File: config.mk
export PLATFORM = sky130hd
export DESIGN_NAME = glc_regs
export DESIGN_NICKNAME = d
export VERILOG_FILES = /design/src/glc_pkg.sv /design/src/glc_regs.sv
export SDC_FILE = /design/constraint.sdc
export NUM_CORES = 1
export LEC_CHECK = 0
export BUFFER_PORTS_ARGS = -buffer_cell sky130_fd_sc_hd__buf_2
export CORE_MARGIN = 10
export CORE_UTILIZATION = 30
export CTS_BUF_LIST = sky130_fd_sc_hd__clkbuf_8
export DETAILED_ROUTE_END_ITERATION = 12
export PLACE_DENSITY = 0.55
export RECOVER_POWER = 25
export SLEW_MARGIN = 30
export SYNTH_ARGS = -nofsm -noshare
export SYNTH_HDL_FRONTEND = slang
export SYNTH_SLANG_ARGS = --single-unit
File: constraint.sdc
create_clock -name I_REF_CLK -period 3.3 [get_ports I_REF_CLK]
set_clock_uncertainty 0.2 [all_clocks]
set_input_delay 0.66 -clock I_REF_CLK [delete_from_list [all_inputs] [get_ports I_REF_CLK]]
set_output_delay 0.66 -clock I_REF_CLK [all_outputs]
set_load 0.02 [all_outputs]
File: src/glc_pkg.sv
`default_nettype none

package glc_pkg;

  // Register offsets
  localparam logic [7:0] GLC_ADDR_CHARGE_LEVEL = 8'h21;
  localparam logic [7:0] GLC_ADDR_VOLT_HIGH    = 8'h22;
  localparam logic [7:0] GLC_ADDR_VOLT_LOW     = 8'h23;
  localparam logic [7:0] GLC_ADDR_GAUGE_MODE   = 8'h24;
  localparam logic [7:0] GLC_ADDR_CLEAR        = 8'h25;
  localparam logic [7:0] GLC_ADDR_ENABLES      = 8'h26;

  // Gauge mode control fields
  localparam int GLC_GM_ENABLE_BIT   = 0;
  localparam int GLC_GM_SLEEP_BIT    = 1;
  localparam int GLC_GM_INTERVAL_BIT = 2;
  localparam int GLC_GM_WIDTH        = 3;

  // Clear register field
  localparam int GLC_CLEAR_BIT = 7;

  // Boost and sink enable fields
  localparam int GLC_EN_GROUP_BIT  = 0;
  localparam int GLC_EN_SINK_LSB   = 1;
  localparam int GLC_EN_SINK_COUNT = 4;
  localparam int GLC_EN_BOOST_BIT  = 5;
  localparam int GLC_EN_WIDTH      = 6;

  // Readback fields
  localparam int         GLC_LEVEL_WIDTH = 7;
  localparam logic [6:0] GLC_LEVEL_MAX   = 7'h64;
  localparam int         GLC_VOLT_WIDTH  = 13;
  localparam int         GLC_VOLT_LOW_W  = 5;

  // Reset values
  localparam logic [2:0]  GLC_GM_RESET    = 3'h0;
  localparam logic [5:0]  GLC_EN_RESET    = 6'h00;
  localparam logic [6:0]  GLC_LEVEL_RESET = 7'h00;
  localparam logic [12:0] GLC_VOLT_RESET  = 13'h0000;

  // Sleep refresh intervals
  localparam longint GLC_CLK_HZ         = 64'd50_000_000;
  localparam longint GLC_SLEEP_SHORT_MIN = 64'd5;
  localparam longint GLC_SLEEP_LONG_MIN  = 64'd20;
  localparam longint GLC_SLEEP_SHORT_CYC =
    GLC_SLEEP_SHORT_MIN * 64'd60 * GLC_CLK_HZ;
  localparam longint GLC_SLEEP_LONG_CYC  =
    GLC_SLEEP_LONG_MIN * 64'd60 * GLC_CLK_HZ;
  localparam int GLC_CNT_WIDTH = 36;

  typedef struct packed {
    logic       wr;
    logic       rd;
    logic [7:0] addr;
    logic [7:0] wdata;
  } glc_req_t;

  typedef struct packed {
    logic                       valid;
    logic [GLC_LEVEL_WIDTH-1:0] level;
    logic [GLC_VOLT_WIDTH-1:0]  volt_mv;
  } glc_est_t;

  typedef struct packed {
    logic [GLC_GM_WIDTH-1:0]      gm;
    logic [GLC_EN_WIDTH-1:0]      en;
    logic [GLC_LEVEL_WIDTH-1:0]   level;
    logic [GLC_VOLT_WIDTH-1:0]    volt;
    logic [7:0]                   rdata;
    logic                         boost_on;
    logic [GLC_EN_SINK_COUNT-1:0] sink_on;
    logic                         clear_pulse;
    logic                         refresh_tick;
    logic [GLC_CNT_WIDTH-1:0]     cnt;
  } glc_state_t;

endpackage

`default_nettype wire

File: src/glc_regs.sv
`timescale 1ns/1ns
`default_nettype none

// Functional notes
// [RQ1] Gauge mode bit 0 enables the charge estimator when set, reset zero.
// [RQ2] Gauge mode bit 1 selects low-power sleep operation when set, reset zero.
// [RQ3] Gauge mode bit 2 picks a 5 min (0) or 20 min (1) sleep refresh.
// [RQ4] Writing one to clear bit 7 zeroes level and both voltage readbacks; a valid estimate in the same cycle is stored instead.
// [RQ5] Boost enable drives the boost output only in standalone boost mode.
// [RQ6] Sink enables for channels two to five switch each sink on or off.
// [RQ7] A sink enable is ignored while its channel belongs to the group.
// [RQ8] Charge level reads as a 7-bit percentage limited to 0 to 100.
// [RQ9] Voltage reads split as bits 12:5 high and bits 4:0 in low 7:3.
// [RQ10] Unused bits read zero and ignore writes; the clear bit reads zero.
module glc_regs
  import glc_pkg::*;
#(
  parameter longint SLEEP_SHORT_CYCLES = GLC_SLEEP_SHORT_CYC,
  parameter longint SLEEP_LONG_CYCLES  = GLC_SLEEP_LONG_CYC
)
(
  // Clock and reset
  input  wire logic                         I_REF_CLK,
  input  wire logic                         I_RST_B,
  // Register access from the serial host interface
  input  wire glc_req_t                     I_REQ,
  output var  logic [7:0]                   O_RDATA,
  // Estimator results and boost configuration
  input  wire glc_est_t                     I_EST,
  input  wire logic                         I_BOOST_STANDALONE,
  input  wire logic [GLC_EN_SINK_COUNT-1:0] I_SINK_GROUPED,
  // Controls
  output var  logic                         O_GAUGE_ENABLE,
  output var  logic                         O_GAUGE_SLEEP,
  output var  logic                         O_SLEEP_LONG_SEL,
  output var  logic                         O_SLEEP_REFRESH,
  output var  logic                         O_READBACK_CLEAR,
  output var  logic                         O_BOOST_ON,
  output var  logic [GLC_EN_SINK_COUNT-1:0] O_SINK_ON,
  output var  logic                         O_GROUP_ENABLE
);

  // Elaboration checks; the counter is sized for the longest interval
  if (SLEEP_SHORT_CYCLES < 64'd1)
  begin : g_short_bad
    $error("glc_regs: short sleep interval must be at least one cycle");
  end
  if (SLEEP_LONG_CYCLES < 64'd1)
  begin : g_long_bad
    $error("glc_regs: long sleep interval must be at least one cycle");
  end
  if (SLEEP_SHORT_CYCLES >= (64'd1 << GLC_CNT_WIDTH))
  begin : g_short_wide
    $error("glc_regs: short sleep interval exceeds the counter");
  end
  if (SLEEP_LONG_CYCLES >= (64'd1 << GLC_CNT_WIDTH))
  begin : g_long_wide
    $error("glc_regs: long sleep interval exceeds the counter");
  end

  localparam logic [GLC_CNT_WIDTH-1:0] SHORT_LAST =
    GLC_CNT_WIDTH'(SLEEP_SHORT_CYCLES - 64'd1);
  localparam logic [GLC_CNT_WIDTH-1:0] LONG_LAST =
    GLC_CNT_WIDTH'(SLEEP_LONG_CYCLES - 64'd1);

  glc_state_t s_q;
  glc_state_t s_d;

  always_comb
  begin
    logic                     clr;
    logic [GLC_CNT_WIDTH-1:0] last;
    logic                     sleep_run;
    clr       = 1'b0;
    last      = '0;
    sleep_run = 1'b0;
    s_d  = s_q;
    s_d.clear_pulse  = 1'b0;
    s_d.refresh_tick = 1'b0;

    // Writes; reserved bits are dropped
    if (I_REQ.wr)
    begin
      case (I_REQ.addr)
        GLC_ADDR_GAUGE_MODE:
        begin
          s_d.gm = I_REQ.wdata[GLC_GM_WIDTH-1:0]; // [RQ1] [RQ2] [RQ3] [RQ10]
        end
        GLC_ADDR_CLEAR:
        begin
          // Write-only strobe; nothing of it is stored
          clr = I_REQ.wdata[GLC_CLEAR_BIT]; // [RQ4]
        end
        GLC_ADDR_ENABLES:
        begin
          s_d.en = I_REQ.wdata[GLC_EN_WIDTH-1:0]; // [RQ6] [RQ10]
        end
        default:
        begin
          // Readback and unmapped offsets ignore writes
          s_d.gm = s_q.gm; // [RQ10]
        end
      endcase
    end

    // A fresh estimate in the clear cycle survives, so no reading is lost
    if (clr)
    begin
      s_d.level       = GLC_LEVEL_RESET; // [RQ4]
      s_d.volt        = GLC_VOLT_RESET; // [RQ4]
      s_d.clear_pulse = 1'b1;
    end
    if (I_EST.valid)
    begin
      // Clamp keeps a runaway estimate inside the percentage range
      if (I_EST.level > GLC_LEVEL_MAX)
      begin
        s_d.level = GLC_LEVEL_MAX; // [RQ8]
      end
      else
      begin
        s_d.level = I_EST.level; // [RQ8]
      end
      s_d.volt = I_EST.volt_mv; // [RQ9]
    end

    // Reads return the state before any write in the same cycle
    if (I_REQ.rd)
    begin
      case (I_REQ.addr)
        GLC_ADDR_CHARGE_LEVEL:
        begin
          s_d.rdata = {1'b0, s_q.level}; // [RQ8]
        end
        GLC_ADDR_VOLT_HIGH:
        begin
          s_d.rdata = s_q.volt[12:5]; // [RQ9]
        end
        GLC_ADDR_VOLT_LOW:
        begin
          // No latching between the halves; a new estimate can tear them
          s_d.rdata = {s_q.volt[4:0], 3'h0}; // [RQ9]
        end
        GLC_ADDR_GAUGE_MODE:
        begin
          s_d.rdata = {5'h00, s_q.gm}; // [RQ10]
        end
        GLC_ADDR_ENABLES:
        begin
          s_d.rdata = {2'h0, s_q.en}; // [RQ10]
        end
        default:
        begin
          // Clear strobe and unmapped offsets read zero
          s_d.rdata = 8'h00; // [RQ4] [RQ10]
        end
      endcase
    end

    // Outputs
    // Boost enable only reaches the output in standalone mode
    s_d.boost_on = s_d.en[GLC_EN_BOOST_BIT] & I_BOOST_STANDALONE; // [RQ5]
    // Grouped channels follow only the backlight group, so mask their bit
    for (int k = 0; k < GLC_EN_SINK_COUNT; k++)
    begin
      s_d.sink_on[k] = s_d.en[GLC_EN_SINK_LSB + k]
                       & ~I_SINK_GROUPED[k]; // [RQ6] [RQ7]
    end

    // Sleep refresh timer; restarts whenever sleep operation is left
    last = s_q.gm[GLC_GM_INTERVAL_BIT] ? LONG_LAST : SHORT_LAST; // [RQ3]
    sleep_run = s_q.gm[GLC_GM_ENABLE_BIT]
                & s_q.gm[GLC_GM_SLEEP_BIT]; // [RQ1] [RQ2]
    // Counter starts from zero on the edge the bits are set, so the first tick
    // comes one full interval later, the same as every later tick
    if (!sleep_run)
    begin
      s_d.cnt = '0;
    end
    else if (s_q.cnt >= last)
    begin
      s_d.cnt          = '0;
      s_d.refresh_tick = 1'b1; // [RQ3]
    end
    else
    begin
      s_d.cnt = s_q.cnt + GLC_CNT_WIDTH'(1);
    end
  end

  always_ff @(posedge I_REF_CLK or negedge I_RST_B)
  begin
    if (!I_RST_B)
    begin
      s_q              <= '0;
      s_q.gm           <= GLC_GM_RESET; // [RQ1] [RQ2] [RQ3]
      s_q.en           <= GLC_EN_RESET; // [RQ6]
      s_q.level        <= GLC_LEVEL_RESET;
      s_q.volt         <= GLC_VOLT_RESET;
      s_q.rdata        <= 8'h00;
      s_q.boost_on     <= 1'b0;
      s_q.sink_on      <= '0;
      s_q.clear_pulse  <= 1'b0;
      s_q.refresh_tick <= 1'b0;
      s_q.cnt          <= '0;
    end
    else
    begin
      s_q <= s_d;
    end
  end

  assign O_RDATA          = s_q.rdata;
  assign O_GAUGE_ENABLE   = s_q.gm[GLC_GM_ENABLE_BIT];
  assign O_GAUGE_SLEEP    = s_q.gm[GLC_GM_SLEEP_BIT];
  assign O_SLEEP_LONG_SEL = s_q.gm[GLC_GM_INTERVAL_BIT];
  assign O_SLEEP_REFRESH  = s_q.refresh_tick;
  assign O_READBACK_CLEAR = s_q.clear_pulse;
  assign O_BOOST_ON       = s_q.boost_on;
  assign O_SINK_ON        = s_q.sink_on;
  assign O_GROUP_ENABLE   = s_q.en[GLC_EN_GROUP_BIT];

endmodule // glc_regs

`default_nettype wire

==> run metrics, run 1 <==
Tcrit/Tclk final 85.5%; crit path kind reg2reg; Static Leak 2.12 nW; critical path data required time 3.32 ns; peak supply drop roughly 0.00017 V; Top delay family on crit path simple AND/OR/NAND/NOR gates; Post-synth EDFFs 0; failing checks max-capacitance violations, max-slew violations; dominant synthesized flop cell dfrtp_1; final slew viol count 81; asr flop ratio synth 100%; setup TNS 0 ns; RSZ-0062 raised after global routing no; nets@finish 530; WL/cell about 16 um; worst hold slack approximately 0.26 ns; first-pass GRT wire length between 15000 and 20000 um; Synth top area share 46.6%; clk sinks 80; register area share after synthesis 46.6%; Syn. warnings 0; mean post-synth cell area 10.2 um2; share of cells above drive strength 1 around a quarter; commonest non-fill, non-tap cells in the layout dfrtp_1 (80), buf_2 (62), nand2_1 (46); vias in the first global route 3362; met2 WL post-DR 4730 um; die area between 0.015 and 0.02 mm2; height of the die roughly 140 um; DRC viols 0; final hold vios 0; CTS tree built; PortBufs 63; antenna cells 0; measured slew at the worst slew-check pin 2.02 ns; Initial Util 30.9%; Setup violations, final 0; max_slew headroom -34.6%; CORE AREA about 0.014 mm2; post-DP HPWL 7320 um; Finished Cell Area 0.00490 mm2; Post-DRT Antenna Nets 0; initial antenna violation count 0; Post-Syn Area about 0.0043 mm2; H-tree depth 3; startpoint types flop; Placer Congestion 0.790; I/O pins 65; Max Freq 354 MHz; metal1 wirelength 4920 um; clock latency on the worst-skew pair 0.36 ns; Die X 140 um; placed cell areas 0.00470 mm2; Setup Buffers After CTS 0; Buffers & Inverters on Critical Path 2; Worst path max stage delay 0.51 ns; Seq cells post-synth 80; Synth area leaders dfrtp_1 (47%), nor3_1 (4.1%), xnor2_1 (4.1%); Critical Path AT 2.85 ns; min cycle time layout 2.82 ns; slowest CP cell or4_1; uppermost routed layer met4; CTS Buffer Depth 2; drt pass-1 iters 4; WL final 10300 um; # Max-Cap Violations 1; Layout area overhead 14.1%; Rows 43; synthesized net count 481; worst hold-check path type in2reg; Root Driver clkbuf_8; Initial DRC Count 198; routed vias 3259; Reg clk slew, reported paths 0.10 ns; gr ovfl total 0; Critical Path, Cell by Cell inv_1 -> ha_1 -> nand4_1 -> or4_1 -> or3_1 -> a31oi_4 -> buf_4 -> nor3_1; cells after synthesis 422; routed wl met3 526 um; hold buffer count at CTS 0; # resized after CTS 0; status finished with violations; synth unique cells 55; largest net degree at the start of global routing 81; GRT Util Overall 10.4%; CP Capture Type flop; largest area contributor in the netlist dfrtp_1; most common cell after layout, fill and taps aside dfrtp_1; post-DR vias/cell 4.97; Worst Path Max Fanout 24; Power per Cell Area 396 mW/mm2; total CTS buffers 9
## synth_stat cells (3+ instances only)
master and count:
a21oi_1 3, nor3_1 35, buf_4 12, o22ai_1 7, clkbuf_1 14, a32oi_1 3
and4_1 5, or4_1 3, nor2b_4 4, a22o_1 11, nor2_1 9, nor4_1 9
a22oi_1 3, dfrtp_1 80, o21ai_0 21, ha_1 13, nand4_1 13, inv_1 14
and3_1 6, buf_8 3, buf_2 3, nor2b_1 3, xor2_1 13, xnor2_1 20
mux2_2 15, nand3_1 17, nand2_1 46
## report_power, final
part / total [mW] / leakage (nW) / internal, mW / switching [mW]
clock: 0.771 / 0.103 / 0.364 / 0.407
sequential: 1.03 / 1.08 / 1.01 / 0.0167
combinational: 0.143 / 0.938 / 0.0612 / 0.0822
total: 1.94 / 2.12 / 1.43 / 0.506
## registers in the layout, indices dropped and copies added (netlist names)
name              flops
O_GAUGE_ENABLE        1
s_q                  61
O_GROUP_ENABLE        1
O_SINK_ON             4
O_SLEEP_LONG_SEL      1
O_RDATA               8
O_READBACK_CLEAR      1
O_GAUGE_SLEEP         1
O_SLEEP_REFRESH       1
O_BOOST_ON            1
## layout make-up
class	instances	area, um2
clock buffers	9	124
multi-input cells	293	2030
inverters	15	56.3
clock inverters	7	83.8
fillers	1434	9030
repair buffers	72	383
well taps	180	225
flip-flops and latches	80	2000
## layer usage
layer | track usage (%) | vias up
li1 | - | 1599
met1 | 13.3 | 1587
met2 | 16.2 | 64
met3 | 3.61 | 9
met4 | 3.04 | 0
met5 | 0 | -
## worst paths after layout
| path | to | slack (ns) | depth (start not counted) | from |
|---|---|---|---|---|
| min in group asynchronous | s_q[33]$_DFF_PN0_ | 0.65 | 1 | I_RST_B |
| min | O_SINK_ON[3]$_DFF_PN0_ | 0.26 | 2 | I_SINK_GROUPED[3] |
| max in group asynchronous | s_q[24]$_DFF_PN0_ | 1.04 | 1 | I_RST_B |
| min reg2reg | s_q[0]$_DFF_PN0_ | 0.30 | 1 | s_q[0]$_DFF_PN0_ |
| max | s_q[27]$_DFF_PN0_ | 0.48 | 8 | O_SLEEP_LONG_SEL$_DFFE_PN0P_ |
| max reg2reg | s_q[27]$_DFF_PN0_ | 0.48 | 8 | O_SLEEP_LONG_SEL$_DFFE_PN0P_ |
## worst reg2reg max path: cells and delay by family, from the launching register on
kind / cells / cell delay (ns)
simple gates: 4 / 1.14
buf+inv: 2 / 0.47
fa+ha+maj: 1 / 0.37
flops: 1 / 0.35
compound gates: 1 / 0.16
## cells by family after synthesis
kind of cell / after synthesis / synth area share (%)
AND/OR/NAND/NOR: 170 / 22.7
flip-flops: 80 / 46.6
AO/OA/AOI/OAI: 61 / 9.78
buffers and inverters: 49 / 6.20
XOR/XNOR: 33 / 6.72
multiplexers: 16 / 4.28
adder cells (fa/ha/maj): 13 / 3.78
## metrics by stage
stage	cells	total power [mW]	util, %	setup WS, ns
finish	656	1.94	35.2	0.477
floorplan	422	1.12	-	0.383
global route	656	2.03	35.2	0.292
global placement	640	1.19	33.7	0.512
CTS	656	1.97	35.2	0.471
detailed placement	640	1.19	33.8	0.499
(Power assumes the default switching activity.)
==> inputs of run 2 (changes only) <==
--- a/config.mk
+++ b/config.mk
@@ -5,6 +5,7 @@
 export SDC_FILE = /design/constraint.sdc
 export NUM_CORES = 1
 export LEC_CHECK = 0
+export ABC_AREA = 1
 export BUFFER_PORTS_ARGS = -buffer_cell sky130_fd_sc_hd__buf_2
 export CORE_MARGIN = 10
 export CORE_UTILIZATION = 30
@@ -12,7 +13,6 @@
 export DETAILED_ROUTE_END_ITERATION = 12
 export PLACE_DENSITY = 0.55
 export RECOVER_POWER = 25
-export SLEW_MARGIN = 30
 export SYNTH_ARGS = -nofsm -noshare
 export SYNTH_HDL_FRONTEND = slang
 export SYNTH_SLANG_ARGS = --single-unit
==> run metrics, run 2 <==
status finished with violations; failing checks max-capacitance violations, max-slew violations; # resized after CTS 0 (unchanged); GR Util met1 15.0% (+1.7 points); Setup Buffers After CTS 0 (unchanged); complex-gate fraction of the synthesized area 3.08% (-6.7 points); measured slew at the worst slew-check pin 2.04 ns (+0.0234 ns); Place WS 0.688 ns (+0.189 ns); launch point of the worst reg-to-reg path O_SLEEP_LONG_SEL$_DFFE_PN0P_; Initial Util 30.6% (-0.23 points); Power per Cell Area 374 mW/mm2 (-5.5%); Tcrit/Tclk final 72.5% (-13 points); most common cell after layout, fill and taps aside nand2_1; Synth top area share 44.8% (-1.8 points); die area 0.0202 mm2 (+3.4%); Static Leak 2.41 nW (+14%); most frequent cell after synthesis nand2_1; mean post-synth cell area 7.65 um2 (-25%); Critical Path AT 2.47 ns (-0.38 ns); Die X 142 um (+1.7%); Synth Area in Simple Gates 36.1% (+13 points); peak supply drop 0.000209 V (+24%); synth unique cells 30 (-45%); cell repeated most along the worst path nor2_1; post-synthesis adder-cell area fraction 3.64% (-0.14 points); commonest cells in the netlist nand2_1 (180), nor2_1 (99), dfrtp_1 (80), nand3_1 (47), inv_1 (39); Synth Area in XOR/XNOR 4.90% (-1.8 points); Setup violations, final 0 (unchanged); total CTS buffers 9 (unchanged); DRC viols 0 (unchanged); Worst Path Max Fanout 36 (+50%); Max Freq 418 MHz (+18%); combinational family with the most area after synthesis simple AND/OR/NAND/NOR gates; register area share after synthesis 44.8% (-1.8 points); Worst path max stage delay 0.38 ns (-0.13 ns); first-pass GRT wire length 19200 um (+13%); height of the die 142 um (+1.7%); largest area contributor in the netlist dfrtp_1; nets@finish 697 (+32%); drt pass-1 iters 4 (unchanged); max_slew headroom -36.1% (-1.6 points); RSZ-0062 raised after global routing no; commonest non-fill, non-tap cells in the layout nand2_1 (180), nor2_1 (100), dfrtp_1 (80); Post-DRT Antenna Nets 0 (unchanged); Critical Path, Cell by Cell inv_1 -> ha_1 -> nand2_1 -> nor2_1 -> nand3b_1 -> a21oi_1 -> nor2_2 -> nand3_4 -> nor2_1; post-DR vias/cell 4.64 (-6.5%); final hold vios 0 (unchanged); CTS tree built; H-tree depth 3 (unchanged); WL final 11300 um (+9.4%); Synth area leaders dfrtp_1 (45%), nand2_1 (15%), nor2_1 (8.3%); PortBufs 63 (unchanged); worst hold-check path type in2reg; Reg clk slew, reported paths 0.09 ns (about the same); Pwr Total 1.89 mW (-2.3%); Post-Syn Area 0.00447 mm2 (+3.9%); clock latency on the worst-skew pair 0.37 ns (about the same); I/O pins 65 (unchanged); asr flop ratio synth 100% (unchanged); vias in the first global route 3913 (+16%); most flop-heavy register s_q; crit path kind reg2reg; WL/cell 13.6 um (-13%); Largest register FFs 61 (unchanged); grt met2 use 17.8% (+1.5 points); Placer Congestion 0.859 (+8.8%); dominant synthesized flop cell dfrtp_1; Buffers & Inverters on Critical Path 1 (-1); Syn. warnings 0 (unchanged); hold buffer count at CTS 0 (unchanged); Root Driver clkbuf_8; Seq cells post-synth 80 (unchanged); share of cells above drive strength 1 15.7% (-9.5 points); slowest CP cell dfrtp_1; CTS Buffer Depth 2 (unchanged); Top Usage Layer GRT met2; Top delay family on crit path simple AND/OR/NAND/NOR gates; startpoint types flop; gr ovfl total 0 (unchanged); cells after synthesis 584 (+38%); share of synthesized area spent on multiplexers 0.252% (-4.0 points); synthesized net count 643 (+34%); Rows 44 (+2.3%); worst r2r dst s_q[25]$_DFF_PN0_; post-DP HPWL 8540 um (+17%); met3 Resource Use GR 3.84% (+0.23 points); CORE AREA 0.0146 mm2 (+4.7%); reg-to-reg slack, setup 0.91 ns (+0.43 ns); final slew viol count 81 (unchanged); FILL cells 1545 (+7.7%); routed vias 3840 (+18%); WHS Path Cells 2 (unchanged); Initial DRC Count 200 (+1.0%); # Max-Cap Violations 1 (unchanged); Post-synth EDFFs 0 (unchanged); Hold Path End O_SINK_ON[3]$_DFF_PN0_; initial antenna violation count 0 (unchanged); clk sinks 80 (unchanged); antenna cells 0 (unchanged); Layout area overhead 13.5%; GRT Util Overall 11.6% (+1.1 points); final core utilization 34.8% (-0.45 points); min cycle time layout 2.39 ns (-0.429 ns); post-route setup slack 0.906 ns (+0.429 ns); HP Start I_SINK_GROUPED[3]; CP Capture Type flop; critical path data required time 3.38 ns (+0.06 ns); largest net degree at the start of global routing 81 (unchanged); FF-to-FF path depth 9 (+1); setup TNS 0 ns (unchanged)
run 2: per-layer routing:
metal,part of all wire [%],vias up
met4,1.3,0
met1,47,1774
li1,-,1955
met3,6.4,14
met5,0,-
met2,45,97
run 2: cell families (layout without fill, tap and decap cells):
family | count (synthesis) | after routing
muxes | 1 | 1
xor gates and xnor gates | 25 | 25
and+or+nand+nor | 374 | 374
adders and majority gates | 13 | 13
AOI/OAI and AO/OA | 25 | 25
DFF | 80 | 80
buffers and inverters | 66 | 125
run 2: worst max path at each step:
stage,startpoint,to,slack [ns],cells after the start
2_1_floorplan,O_SLEEP_LONG_SEL$_DFFE_PN0P_,s_q[10]$_DFF_PN0_,1.07,10
3_3_place_gp,I_REQ[11],s_q[65]$_DFFE_PN0P_,0.70,9
3_5_place_dp,I_REQ[11],s_q[69]$_DFFE_PN0P_,0.69,9
4_1_cts,O_SLEEP_LONG_SEL$_DFFE_PN0P_,s_q[25]$_DFF_PN0_,0.88,9
5_1_grt,I_RST_B,s_q[17]$_DFF_PN0_,0.63,1
6_report,O_SLEEP_LONG_SEL$_DFFE_PN0P_,s_q[25]$_DFF_PN0_,0.91,9
run 2: through the flow:
step,instances,hold slack (ns),instance area [um2]
after global placement,810,0.256,4870
final,827,0.229,5070
after detailed placement,810,0.260,4870
after global routing,827,0.226,5070
after CTS,826,0.207,5070
after floorplan,584,0.164,4470
run 2: final cells by class:
| cell class | instances | area (um2) | share of cell area [%] |
|---|---|---|---|
| clock inverters | 7 | 72.6 | 1.43 |
| repair buffers | 66 | 338 | 6.66 |
| flip-flops and latches | 80 | 2000 | 39.5 |
| well taps | 184 | 230 | 4.54 |
| clock buffers | 9 | 124 | 2.44 |
| multi-input cells | 438 | 2140 | 42.3 |
| inverters | 43 | 161 | 3.18 |
run 2: power by group:
| group | internal, mW | leakage [nW] | switching [mW] | total [mW] |
|---|---|---|---|---|
| combinational | 0.0453 | 1.23 | 0.0892 | 0.135 |
| clock | 0.349 | 0.0952 | 0.380 | 0.729 |
| sequential | 1.01 | 1.08 | 0.0187 | 1.03 |
| total | 1.41 | 2.41 | 0.488 | 1.89 |
